===== src/cdt_pkg.sv =====
// ****************************************************************
// shared constants for the transceiver channel controller
// ****************************************************************
package cdt_pkg;

    // clock and bit timing
    localparam int CLK_PERIOD_NS  = 8;
    localparam int BIT_TIME_NS    = 2000;  // 500 kbit/s nominal
    localparam int BIT_CYCLES     = BIT_TIME_NS / CLK_PERIOD_NS;
    localparam int SAMPLE_CYCLE   = BIT_CYCLES / 4;  // down-count value, 75 % into the bit

    // dominant-hold supervision in the transceiver
    localparam int DOM_LIMIT_NS   = 1200000;  // 1.2 ms least timeout
    localparam int MAX_DOM_BITS   = 11;
    localparam int DOM_MAX_CYCLES = MAX_DOM_BITS * BIT_CYCLES;

    // mode change settling, a longest time in the device, so we wait it out rounded up
    localparam int MODE_SWITCH_NS = 20000;
    localparam int MODE_CYCLES    = (MODE_SWITCH_NS + CLK_PERIOD_NS - 1) / CLK_PERIOD_NS;

    // widths
    localparam int BIT_CNT_W      = 8;
    localparam int DOM_RUN_W      = 4;
    localparam int MODE_CNT_W     = 12;
    localparam int AGE_W          = 13;
    localparam int DOM_AGE_W      = 13;

    // sized constants used in the logic
    localparam logic [BIT_CNT_W-1:0]  BIT_LAST     = BIT_CNT_W'(BIT_CYCLES - 1);
    localparam logic [BIT_CNT_W-1:0]  BIT_SAMPLE   = BIT_CNT_W'(SAMPLE_CYCLE);
    localparam logic [BIT_CNT_W-1:0]  BIT_ZERO     = 8'h00;
    localparam logic [DOM_RUN_W-1:0]  DOM_RUN_MAX  = DOM_RUN_W'(MAX_DOM_BITS);
    localparam logic [DOM_RUN_W-1:0]  DOM_RUN_ZERO = 4'h0;
    localparam logic [MODE_CNT_W-1:0] MODE_LAST    = MODE_CNT_W'(MODE_CYCLES - 1);
    localparam logic [MODE_CNT_W-1:0] MODE_ZERO    = 12'h000;
    localparam logic [1:0]            FIFO_DEPTH   = 2'h2;
    localparam logic [1:0]            FIFO_EMPTY   = 2'h0;

    // controller states
    typedef enum logic [1:0] {
        ST_NORMAL_WAIT,
        ST_NORMAL,
        ST_STBY_WAIT,
        ST_STANDBY
    } cdt_state_t;

endpackage


===== src/cdt_host_ctrl.sv =====
`timescale 1ns/1ps

// ****************************************************************
// controller for one transceiver channel
// ****************************************************************

module cdt_host_ctrl (
    input  wire logic core_clk,
    input  wire logic sys_rst,
    input  wire logic txBit,
    input  wire logic txValid,
    output logic      txReady,
    input  wire logic standbyReq,
    output logic      modeReady,
    output logic      wakeSeen,
    output logic      limitHit,
    output logic      rxBit,
    output logic      rxValid,
    output logic      transmit_bit_in,
    output logic      low_power_select,
    input  wire logic receive_bit_out
);

    // ****************************************************************
    // state
    // ****************************************************************

    typedef struct packed {
        cdt_pkg::cdt_state_t                st;
        logic                               lps;
        logic                               txd;
        logic [cdt_pkg::BIT_CNT_W-1:0]      bitCnt;
        logic [cdt_pkg::DOM_RUN_W-1:0]      domRun;
        logic [cdt_pkg::MODE_CNT_W-1:0]     modeCnt;
        logic                               modeRdy;
        logic [1:0]                         mem;
        logic                               wrPtr;
        logic                               rdPtr;
        logic [1:0]                         cnt;
        logic                               ready;
        logic                               rxPrev;
        logic                               rxBit;
        logic                               rxValid;
        logic                               wake;
        logic                               limit;
    } cdt_regs_t;

    cdt_regs_t s_q;
    cdt_regs_t s_d;

    // true once the dominant run has reached the allowed number of bits
    function automatic logic domLimit(input logic [cdt_pkg::DOM_RUN_W-1:0] run);
        domLimit = (run >= cdt_pkg::DOM_RUN_MAX);
    endfunction

    // ****************************************************************
    // next-state logic
    // ****************************************************************

    always_comb begin
        logic push;
        logic pop;
        logic head;
        push = 1'b0;
        pop  = 1'b0;
        head = 1'b1;
        s_d  = s_q;
        s_d.rxValid = 1'b0;
        s_d.wake    = 1'b0;
        s_d.limit   = 1'b0;
        s_d.rxPrev  = receive_bit_out;
        push = txValid && s_q.ready;
        head = s_q.mem[s_q.rdPtr];

        case (s_q.st)
            // select driven low, wait for the channel to settle in normal
            cdt_pkg::ST_NORMAL_WAIT: begin
                s_d.modeCnt = s_q.modeCnt + 12'h001;
                if (s_q.modeCnt == cdt_pkg::MODE_LAST) begin
                    s_d.st      = cdt_pkg::ST_NORMAL;
                    s_d.modeRdy = 1'b1;
                    s_d.bitCnt  = cdt_pkg::BIT_ZERO;
                    s_d.domRun  = cdt_pkg::DOM_RUN_ZERO;
                end
            end
            // bit serialiser and receive sampler
            cdt_pkg::ST_NORMAL: begin
                if (standbyReq) begin
                    s_d.st      = cdt_pkg::ST_STBY_WAIT;
                    s_d.lps     = 1'b1;
                    s_d.txd     = 1'b1;
                    s_d.modeRdy = 1'b0;
                    s_d.modeCnt = cdt_pkg::MODE_ZERO;
                    s_d.domRun  = cdt_pkg::DOM_RUN_ZERO;
                end else if (s_q.bitCnt == cdt_pkg::BIT_ZERO) begin
                    s_d.bitCnt = cdt_pkg::BIT_LAST;
                    if (s_q.cnt != cdt_pkg::FIFO_EMPTY) begin
                        if (!head && domLimit(s_q.domRun)) begin
                            // force one recessive bit, keep the dominant bit queued
                            s_d.txd    = 1'b1;
                            s_d.domRun = cdt_pkg::DOM_RUN_ZERO;
                            s_d.limit  = 1'b1;
                        end else begin
                            s_d.txd    = head;
                            pop        = 1'b1;
                            s_d.domRun = head ? cdt_pkg::DOM_RUN_ZERO : s_q.domRun + 4'h1;
                        end
                    end else begin
                        s_d.txd    = 1'b1;  // idle is recessive
                        s_d.domRun = cdt_pkg::DOM_RUN_ZERO;
                    end
                end else begin
                    s_d.bitCnt = s_q.bitCnt - 8'h01;
                    if (s_q.bitCnt == cdt_pkg::BIT_SAMPLE) begin
                        s_d.rxBit   = receive_bit_out;  // low reads as dominant
                        s_d.rxValid = 1'b1;
                    end
                end
            end
            // select driven high, wait for standby to settle
            cdt_pkg::ST_STBY_WAIT: begin
                s_d.modeCnt = s_q.modeCnt + 12'h001;
                if (s_q.modeCnt == cdt_pkg::MODE_LAST) begin
                    s_d.st = cdt_pkg::ST_STANDBY;
                end
            end
            // watch for wake request or a user return to normal
            cdt_pkg::ST_STANDBY: begin
                if (!standbyReq || (s_q.rxPrev && !receive_bit_out)) begin
                    s_d.st      = cdt_pkg::ST_NORMAL_WAIT;
                    s_d.lps     = 1'b0;
                    s_d.modeCnt = cdt_pkg::MODE_ZERO;
                    s_d.wake    = s_q.rxPrev && !receive_bit_out;
                end
            end
            default: begin
                s_d.st  = cdt_pkg::ST_NORMAL_WAIT;
                s_d.lps = 1'b0;
                s_d.txd = 1'b1;
            end
        endcase

        // two-entry transmit buffer
        if (push) begin
            s_d.mem[s_q.wrPtr] = txBit;
            s_d.wrPtr          = ~s_q.wrPtr;
        end
        if (pop) begin
            s_d.rdPtr = ~s_q.rdPtr;
        end
        s_d.cnt   = 2'(s_q.cnt + {1'b0, push} - {1'b0, pop});
        s_d.ready = (s_d.cnt < cdt_pkg::FIFO_DEPTH);
    end

    // ****************************************************************
    // state register
    // ****************************************************************

    always_ff @(posedge core_clk) begin
        if (sys_rst) begin
            s_q         <= '0;
            s_q.st      <= cdt_pkg::ST_NORMAL_WAIT;
            s_q.lps     <= 1'b0;  // start towards normal
            s_q.txd     <= 1'b1;
            s_q.ready   <= 1'b1;
            s_q.rxPrev  <= 1'b1;
            s_q.rxBit   <= 1'b1;
        end else begin
            s_q <= s_d;
        end
    end

    // outputs straight from the state flops
    assign txReady          = s_q.ready;
    assign modeReady        = s_q.modeRdy;
    assign wakeSeen         = s_q.wake;
    assign limitHit         = s_q.limit;
    assign rxBit            = s_q.rxBit;
    assign rxValid          = s_q.rxValid;
    assign transmit_bit_in  = s_q.txd;
    assign low_power_select = s_q.lps;

    // ****************************************************************
    // checks
    // ****************************************************************

    // helper ages: cycles since select changed, cycles of continuous dominant
    logic [cdt_pkg::AGE_W-1:0]     modeAge;
    logic [cdt_pkg::DOM_AGE_W-1:0] domAge;
    logic                          lpsPrev;

    always_ff @(posedge core_clk) begin
        if (sys_rst) begin
            modeAge <= '0;
            domAge  <= '0;
            lpsPrev <= 1'b0;
        end else begin
            lpsPrev <= low_power_select;
            if (low_power_select != lpsPrev) begin
                modeAge <= 13'h0001;  // change is seen one cycle late, count that cycle
            end else if (modeAge != '1) begin
                modeAge <= modeAge + 13'h0001;
            end
            if (transmit_bit_in) begin
                domAge <= '0;
            end else if (domAge != '1) begin
                domAge <= domAge + 13'h0001;
            end
        end
    end

    property p_dom_only_normal;
        @(posedge core_clk) disable iff (sys_rst)
        !transmit_bit_in |-> (s_q.st == cdt_pkg::ST_NORMAL);
    endproperty
    a_dom_only_normal: assert property (p_dom_only_normal)
        else $error("dominant driven outside normal mode");

    property p_rec_outside_normal;
        @(posedge core_clk) disable iff (sys_rst)
        (s_q.st != cdt_pkg::ST_NORMAL) |-> transmit_bit_in;
    endproperty
    a_rec_outside_normal: assert property (p_rec_outside_normal)
        else $error("transmit not recessive outside normal mode");

    property p_rx_sample;
        @(posedge core_clk) disable iff (sys_rst)
        rxValid |-> (rxBit == $past(receive_bit_out));
    endproperty
    a_rx_sample: assert property (p_rx_sample)
        else $error("received bit does not match bus level");

    property p_dom_run_bound;
        @(posedge core_clk) disable iff (sys_rst)
        domAge <= 13'(cdt_pkg::DOM_MAX_CYCLES);
    endproperty
    a_dom_run_bound: assert property (p_dom_run_bound)
        else $error("dominant held longer than eleven bit times");

    property p_limit_recessive;
        @(posedge core_clk) disable iff (sys_rst)
        limitHit |-> transmit_bit_in ##1 transmit_bit_in;
    endproperty
    a_limit_recessive: assert property (p_limit_recessive)
        else $error("forced recessive bit not on the pin");

    property p_reset_normal;
        @(posedge core_clk)
        $past(sys_rst) |-> !low_power_select;
    endproperty
    a_reset_normal: assert property (p_reset_normal)
        else $error("select not low after reset");

    property p_select_mode;
        @(posedge core_clk) disable iff (sys_rst)
        $rose(low_power_select) |-> !modeReady && transmit_bit_in;
    endproperty
    a_select_mode: assert property (p_select_mode)
        else $error("standby entered while normal traffic active");

    property p_mode_settle;
        @(posedge core_clk) disable iff (sys_rst)
        $rose(modeReady) |-> (modeAge >= 13'(cdt_pkg::MODE_CYCLES)) && !low_power_select;
    endproperty
    a_mode_settle: assert property (p_mode_settle)
        else $error("normal mode declared before settle time");

    c_limit: cover property (@(posedge core_clk) disable iff (sys_rst) limitHit);
    c_wake:  cover property (@(posedge core_clk) disable iff (sys_rst) wakeSeen);
    c_full:  cover property (@(posedge core_clk) disable iff (sys_rst) txValid && !txReady);
    c_rx:    cover property (@(posedge core_clk) disable iff (sys_rst) rxValid && !rxBit);

endmodule


===== config.mk =====
export PLATFORM = sky130hd
export DESIGN_NAME = cdt_host_ctrl
export DESIGN_NICKNAME = d
export VERILOG_FILES = /design/src/cdt_pkg.sv /design/src/cdt_host_ctrl.sv
export SDC_FILE = /design/constraint.sdc
export NUM_CORES = 1
export LEC_CHECK = 0
export ABC_CLOCK_PERIOD_IN_PS = 3700
export BUFFER_PORTS_ARGS = -buffer_cell sky130_fd_sc_hd__buf_2
export CORE_ASPECT_RATIO = 1.2
export CORE_MARGIN = 2
export CORE_UTILIZATION = 30
export DETAILED_ROUTE_END_ITERATION = 16
export PLACE_DENSITY = 0.51
export SLEW_MARGIN = 20
export SYNTH_ARGS = -nofsm -noshare
export SYNTH_HDL_FRONTEND = slang
export SYNTH_SLANG_ARGS = --single-unit
export TNS_END_PERCENT = 1

===== constraint.sdc =====
create_clock -name core_clk -period 3.7 [get_ports core_clk]
set_input_delay 0.74 -clock core_clk [delete_from_list [all_inputs] [get_ports core_clk]]
set_output_delay 0.74 -clock core_clk [all_outputs]
set_load 0.005 [all_outputs]

## Yosys cells after proc, flatten, opt, wreduce, memory -nomap -nowiden

Index checks and enable logic that the tools add are counted.

- $add $sub $neg: 5
- Order comparisons: 5
- Equal/unequal tests: 11
- Multiplexer cells: 36
- Bitwise operators: 8
- Reductions and logical operators: 26

Operators with widths:

| kind | number |
|---|---|
| one-hot mux 12 bit (3 select lines) | 1 |
| two-way mux 12 bit | 2 |
| one-hot mux 12 bit (2 select lines) | 1 |
| two-way mux 4 bit | 5 |
| two-way mux 8 bit | 2 |
| two-way mux 1 bit | 15 |
| two-way mux 13 bit | 1 |
| adder 12 x 1 -> 12 bit (second input constant) | 1 |
| == test 12 bit (second input constant) | 1 |
| AND reduction 3 bit | 4 |
| != test 2 bit (second input constant) | 5 |
| == test 8 x 6 -> 1 bit (second input constant) | 1 |
| zero test 8 bit | 1 |
| inverter 1 bit | 8 |
| one-hot mux 2 bit (4 select lines) | 1 |
| AND reduction 4 bit | 2 |
| nonzero test 2 bit | 4 |
| subtractor 8 x 1 -> 8 bit (second input constant) | 1 |
| two-way mux 3 bit | 2 |
| OR reduction 5 bit | 1 |
| adder 4 x 1 -> 4 bit (second input constant) | 1 |
| == test 2 bit (second input constant) | 2 |
| >= comparator 4 bit (second input constant) | 1 |
| logical AND 1 bit | 4 |
| 18 further kinds | 24 |

- Register bits: 41
- Input bits: 6
- Output and inout bits: 8
- Word-level logic and storage cells: 108

## Depth between registers and ports, before layout

Gate-level depths: netlist of run 1.

- Depth after elaboration: 11
- Depth in mapped cells: 12
- Gate-level depth less buffers: 12

## Worst setup path after synthesis of run 1

Ideal clock, no wire load.

- Path kind: register to register
- Start point: reg s_q[29] (netlist name)
- End point: reg s_q (netlist bit txReady)
- Library setup time: 0.123 ns
- Data arrival time: 2.417 ns
- Data required time: 3.577 ns
- Path slack: 1.160 ns
- Stages on the path, launching flop included: 12
- Buffers on the path: 0
- Period minus slack after synthesis: 2.540 ns
- Cells stage by stage: dfxtp_1 -> inv_1 -> ha_1 -> or4b_4 -> or2_4 -> a2111oi_4 -> ha_1 -> inv_1 -> ha_1 -> xnor2_1 -> xnor2_1 -> nand2b_1

- Cells in the longest elaborated chain, start to end: 6

Ends and longest elaborated chain:

| item | line | text |
|---|---|---|
| start: declaration | cdt_host_ctrl.sv:48 | `cdt_regs_t s_q;` |
| zero test 8 bit | cdt_host_ctrl.sv:95 | `end else if (s_q.bitCnt == cdt_pkg::BIT_ZERO) begin` |
| two-way mux 1 bit | cdt_host_ctrl.sv:95 |  |
| two-way mux 1 bit | cdt_host_ctrl.sv:88 | `if (standbyReq) begin` |
| two-way mux 1 bit | cdt_host_ctrl.sv:75 | `case (s_q.st)` |
| subtractor 2 x 1 -> 2 bit | cdt_host_ctrl.sv:151 | `s_d.cnt = 2'(s_q.cnt + {1'b0, push} - {1'b0, pop});` |
| < comparator 2 bit | cdt_host_ctrl.sv:152 | `s_d.ready = (s_d.cnt < cdt_pkg::FIFO_DEPTH);` |

Every way passes these cells.
A chain may end at the register's enable or synchronous reset.

## Final worst setup path of run 1

- Start point: reg s_q[29] (netlist name)
- End point: reg s_q[7] (netlist name)

- Cells in the longest elaborated chain, start to end: 5

Ends and longest elaborated chain:

| item | line |
|---|---|
| zero test 8 bit | cdt_host_ctrl.sv:95 |
| two-way mux 1 bit | cdt_host_ctrl.sv:95 |
| two-way mux 1 bit | cdt_host_ctrl.sv:88 |
| two-way mux 1 bit | cdt_host_ctrl.sv:75 |
| subtractor 2 x 1 -> 2 bit | cdt_host_ctrl.sv:151 |

Every way passes these cells.

==> results of run 1 <==
## synthesized netlist by cell type, types with 2 or more instances
cell type  number
a2111o_1        2
a2111oi_0       2
a21o_1          3
a21oi_1        11
a22oi_1         3
a31oi_1         2
and3_1          2
clkbuf_1        6
dfxtp_1        41
ha_1           12
inv_1          12
mux2i_1         5
nand2_1        18
nand2b_1        7
nand3_1         5
nand4_1         3
nor2_1         38
nor2b_1         3
nor3_1          7
nor4_1          2
o21ai_0        16
or3_1           8
xnor2_1        10
xor2_1          4
## power breakdown
| group | switching, mW | internal (mW) | leakage, nW | total, mW |
|---|---|---|---|---|
| logic | 0.193 | 0.124 | 0.511 | 0.317 |
| clock network | 0.162 | 0.268 | 0.0681 | 0.431 |
| registers | 0.0395 | 0.483 | 0.332 | 0.523 |
## worst max-delay path: cells and delay by family (launching register included)
family / cells / cell delay (ns)
flip-flops: 1 / 0.34
buffers and inverters: 3 / 0.22
adder cells (fa/ha/maj): 3 / 0.57
AND/OR/NAND/NOR: 3 / 0.87
XOR/XNOR: 2 / 0.26
AO/OA/AOI/OAI: 1 / 0.37
## worst max-delay path by stage
stage               startpoint       to  slack, ns  cells after the start
floorplan              s_q[29]  txReady       1.16                     11
global placement       s_q[29]  txReady       1.07                     11
detailed placement     s_q[29]  txReady       1.02                     11
CTS                    s_q[29]   s_q[7]       1.02                     12
global route           s_q[29]   s_q[7]       0.81                     12
finish                 s_q[29]   s_q[7]       1.03                     12
## metal layers
metal	vias to the layer above	wire length (um)	part of all wire (%)	GRT usage (%)
met2	11	2000	48	20.1
met4	0	63	1.5	4.74
met1	765	2010	48	15.4
li1	865	-	-	-
met3	5	89	2.1	2.87
met5	-	0	0	0
## through the flow
step / hold WS (ns) / util, % / std cells / cell area, sq um
floorplan: 0.453 / - / 241 / 2050
global placement: 0.443 / 32.7 / 334 / 2200
detailed placement: 0.455 / 32.7 / 334 / 2200
CTS: 0.476 / 34.7 / 342 / 2330
global route: 0.493 / 34.7 / 342 / 2330
finish: 0.470 / 34.7 / 342 / 2330
## layout make-up
cell class,count,area [sq um],share of cell area [%]
clock inverter,3,65.1,2.79
multi-input combinational,181,1160,49.7
inverter,12,45.0,1.93
tap,87,109,4.66
timing repair buffer,13,65.1,2.79
clock buffer,5,68.8,2.95
sequential,41,821,35.2
## logic make-up (layout without fill, tap and decap cells)
kind of cell               after synthesis  in the layout  share of synthesized area, %
AOI/OAI and AO/OA                       50             50                          16.8
xor gates and xnor gates                14             14                          5.97
adders and majority gates               12             12                          7.31
buffers and inverters                   19             33                          3.53
DFF                                     41             41                          40.0
muxes                                    5              5                          2.44
and+or+nand+nor                        100            100                          23.9
==> flow_summary.ini, run 1 <==
[min_path]
hold_path.class = reg -> reg
whs_endpoint = rxBit
min_from = rxBit
holdPathStages = 1

[logic_synthesis]
synth_top_cell_area_share_pct = 40.0
synthDistinctLibCells = 43
synth_warnings = 0
ys_ff_latch = 41
syn_avg_cell_area_sq_um = 8.52
synth_area_leaders = dfxtp_1 (40%), ha_1 (7.3%), nor2_1 (6.9%), xnor2_1 (4.3%), o21ai_0 (3.9%)
ys_seq_area_share_pct = 40.0
synth_area_sq_um = 2050
synth_fp_nets = 259
synthCells = 241
synthArstFlopShare_pct = 0
synth_flop_cell = dfxtp_1
yosys.area.top_type = dfxtp_1
synth-edff-count = 0

[timing]
final_hold_viol_count = 0
setup_tns_ns = 0
worst_pin_slew_ns = 0.640
min_period_ns = 2.67
rsz0062_at_grt = no
maxSlewHeadroom_pct = 57.3
setup_violations = 0
maxSlewViolCount = 0
final.setup_skew_ns = 0.00578
finalCritPeriodShare_pct = 72.3
max_freq_mhz = 374
fin_ws_ns = 1.03

[layout]
largest-register = s_q
final_common_cell = dfxtp_1
nFillCells = 717
final_layout_size_suffix_gt1_share_pct = 11.0
largest_reg_flops = 33
final_cell_mix = dfxtp_1 (41), nor2_1 (38), nand2_1 (18), o21ai_0 (16), buf_2 (13)
final_nets = 272
num_antenna_cells = 0
syn2layout_area_growth_pct = 13.7

[floorplan]
start_util_pct = 30.5
dieWidth_um = 79.5
dieHeight_um = 94.6
fp-row-count = 33
die_area_sq_um = 7520
pin_count = 14
core_area_sq_um = 6730

[power_and_ir_drop]
finalPower_mw = 1.27
p_leak_nw = 0.911
peakVddDrop_mv = 0.183
p_per_area_nw_per_um2 = 544

[placement]
gp_congestion = 0.776
place_hpwl_um = 2990
pre_cts_ws_ns = 1.02
port_buffers = 13

[setup_path]
r2r_cells = 12
worstSetupStartpointType = flip-flop
crit_path_top_delay_cell = or4b_4
crit_arrival_ns = 2.92
regToRegSetupSlack_ns = 1.03
worstSetupPathType = reg -> reg
cp.required_ns = 3.95
endpoint_kind = flip-flop
reg2reg_to = s_q[7]
critPathMaxFanout = 6
crit_chain = inv_1 -> ha_1 -> or4b_4 -> or2_4 -> a2111oi_4 -> ha_1 -> inv_1 -> ha_1 -> xnor2_1 -> xnor2_1 -> nand2b_1 -> inv_1
slowest_delay_ns = 0.50
worstReg2RegStart = s_q[29]

[routing]
via_per_inst = 4.81
drc = 0
post_drt_wl_per_cell_um = 12.2
postRouteAntennaNets = 0
dr.first_iter.drc_count = 60
dr_total_vias = 1646
wl_um = 4170
drt_first_pass_iters = 4

[global_route]
grt_pass1_wl_um = 7360
globalRouteOverflowTotal = 0
grt_start_max_net_pins = 29
antenna_found_initial = 0
track_usage_pct = 12.2
grt_pass1_vias = 1572

[clock_tree]
numCtsBuffers = 5
cts_buffer_depth = 2
ctsResizeCount = 0
cts-htree-levels = 2
cts.clk_slew.worst_paths_ns = 0.08
clkSinkCount = 41
clockRootBuffer = clkbuf_8
cts_setup_buffers = 0
insertion_delay_ns = 0.29
cts_tree = built
holdBufCountCts = 0

[job]
cap_violations = 0

[outcome]
outcome = finished, final reports clean
Power figures use the tool's default switching activity.
==> run 2, diff against run 1 <==
--- a/config.mk
+++ b/config.mk
@@ -5,7 +5,7 @@
 export SDC_FILE = /design/constraint.sdc
 export NUM_CORES = 1
 export LEC_CHECK = 0
-export ABC_CLOCK_PERIOD_IN_PS = 3700
+export ABC_CLOCK_PERIOD_IN_PS = 2700
 export BUFFER_PORTS_ARGS = -buffer_cell sky130_fd_sc_hd__buf_2
 export CORE_ASPECT_RATIO = 1.2
 export CORE_MARGIN = 2
==> constraint.sdc (replaced) <==
create_clock -name core_clk -period 2.7 [get_ports core_clk]
set_input_delay 0.54 -clock core_clk [delete_from_list [all_inputs] [get_ports core_clk]]
set_output_delay 0.54 -clock core_clk [all_outputs]
set_load 0.005 [all_outputs]
==> flow_summary.ini, run 2 (same netlist as run 1, synthesis figures left out) <==
[outcome]
outcome = finished, final reports clean

[placement]
place_hpwl_um = 3150
pre_cts_ws_ns = 0.0811
gp_congestion = 0.774
port_buffers = 13

[setup_path]
path_buf_inv = 2
endpoint_kind = flip-flop
crit_chain = inv_2 -> ha_1 -> or4b_4 -> or2_4 -> a2111oi_4 -> ha_1 -> inv_1 -> ha_1 -> xnor2_1 -> xnor2_1 -> nand2b_1
cp.required_ns = 2.88
critPathMaxFanout = 4
worstSetupPathType = reg -> reg
crit_family = simple AND/OR/NAND/NOR gates
crit_path_frequent_cell = ha_1
slowest_delay_ns = 0.46
crit_arrival_ns = 2.63
worstSetupStartpointType = flip-flop
crit_path_top_delay_cell = or4b_4

[routing]
via_per_inst = 4.89
postRouteAntennaNets = 0
post_drt_wl_per_cell_um = 12.2
dr.first_iter.drc_count = 64
dr_total_vias = 1713
drt_first_pass_iters = 4
drc = 0
wl_um = 4280

[timing]
fin_ws_ns = 0.253
maxSlewViolCount = 0
setup_tns_ns = 0
setup_violations = 0
finalCritPeriodShare_pct = 90.6
max_freq_mhz = 409
worst_pin_slew_ns = 0.559
rsz0062_at_grt = no
final_hold_viol_count = 0
min_period_ns = 2.45
final.setup_skew_ns = 0.00905
maxSlewHeadroom_pct = 62.6

[global_route]
grt_pass1_vias = 1685
globalRouteOverflowTotal = 0
gr-usage-met3_pct = 3.54
antenna_found_initial = 0
grt_start_max_net_pins = 28
track_usage_pct = 12.6
met1_usage_pct = 14.0
grt_pass1_wl_um = 7450
grtUsageMet2_pct = 22.6
top_usage_layer = met2

[clock_tree]
ctsResizeCount = 0
cts_tree = built
numCtsBuffers = 5
insertion_delay_ns = 0.30
cts_buffer_depth = 2
clkSinkCount = 41
holdBufCountCts = 0
cts_setup_buffers = 0
cts-htree-levels = 2
cts.clk_slew.worst_paths_ns = 0.08
clockRootBuffer = clkbuf_8

[job]
cap_violations = 0

[layout]
final_layout_size_suffix_gt1_share_pct = 14.1
final_cell_mix = dfxtp_1 (41), nor2_1 (38), nand2_1 (18), o21ai_0 (16), buf_2 (13)
final_common_cell = dfxtp_1
syn2layout_area_growth_pct = 15.5
largest_reg_flops = 33
nFillCells = 709
num_antenna_cells = 0
largest-register = s_q
final_nets = 281

[floorplan]
die_area_sq_um = 7520
dieHeight_um = 94.6
core_area_sq_um = 6730
pin_count = 14
dieWidth_um = 79.5
start_util_pct = 30.5
fp-row-count = 33

[min_path]
hold_path.class = in -> reg

[power_and_ir_drop]
p_per_area_nw_per_um2 = 707
p_leak_nw = 0.943
peakVddDrop_mv = 0.288
## run 2: cell types whose count changed in the layout (fill, tap and decap cells not counted)
cell | before | now
inv_2 | 0 | 1
buf_4 | 0 | 9
inv_1 | 12 | 11
bufinv_16 | 2 | 1
## run 2: area by class of cell
cell class / instances / area (sq um) / share of cell area, %
repair buffers: 22 / 133 / 5.59
multi-input cells: 181 / 1160 / 48.9
clock inverters: 2 / 35.0 / 1.48
inverters: 12 / 45.0 / 1.90
flip-flops and latches: 41 / 821 / 34.6
clock buffers: 5 / 68.8 / 2.90
well taps: 87 / 109 / 4.59
## run 2: final timing paths
| check | start | to | slack, ns | cells after the start |
|---|---|---|---|---|
| worst max-delay path | s_q[29] | txReady | 0.25 | 11 |
| worst max register to register | s_q[29] | txReady | 0.25 | 11 |
| worst min-delay path | receive_bit_out | s_q[4] | 0.45 | 2 |
| worst min register to register | rxBit | rxBit | 0.46 | 1 |
## run 2: metrics by stage
stage          cell area [sq um]  hold slack, ns  power (mW)  util (%)  instances
5_1_grt                     2370           0.451        1.80      35.2        350
3_5_place_dp                2270           0.449        1.21      33.7        343
2_1_floorplan               2050           0.453        1.07         -        241
4_1_cts                     2370           0.443        1.70      35.2        350
6_report                    2370           0.450        1.68      35.2        350
3_3_place_gp                2270           0.439        1.21      33.7        343
## run 2: worst reg2reg max path: cells and delay by family (launching register included)
family                     cells  cell delay (ns)
adders and majority gates      3             0.56
AOI/OAI and AO/OA              1             0.22
xor gates and xnor gates       2             0.27
DFF                            1             0.34
buffers and inverters          2             0.14
and+or+nand+nor                3             0.80
## run 2: metal layers
metal  part of all wire (%)  routed length [um]  vias up
met5                      0                   0        -
met4                    1.8                  75        0
met3                    3.8                 161        6
met2                     49                2110       28
met1                     45                1930      797
li1                       -                   -      882
## run 2: report_power, final
part           switching [mW]  internal [mW]  total (mW)  leakage (nW)
combinational           0.276          0.202       0.478         0.556
clock                   0.214          0.269       0.483        0.0540
sequential             0.0537          0.662       0.716         0.332
total                   0.544           1.13        1.68         0.943
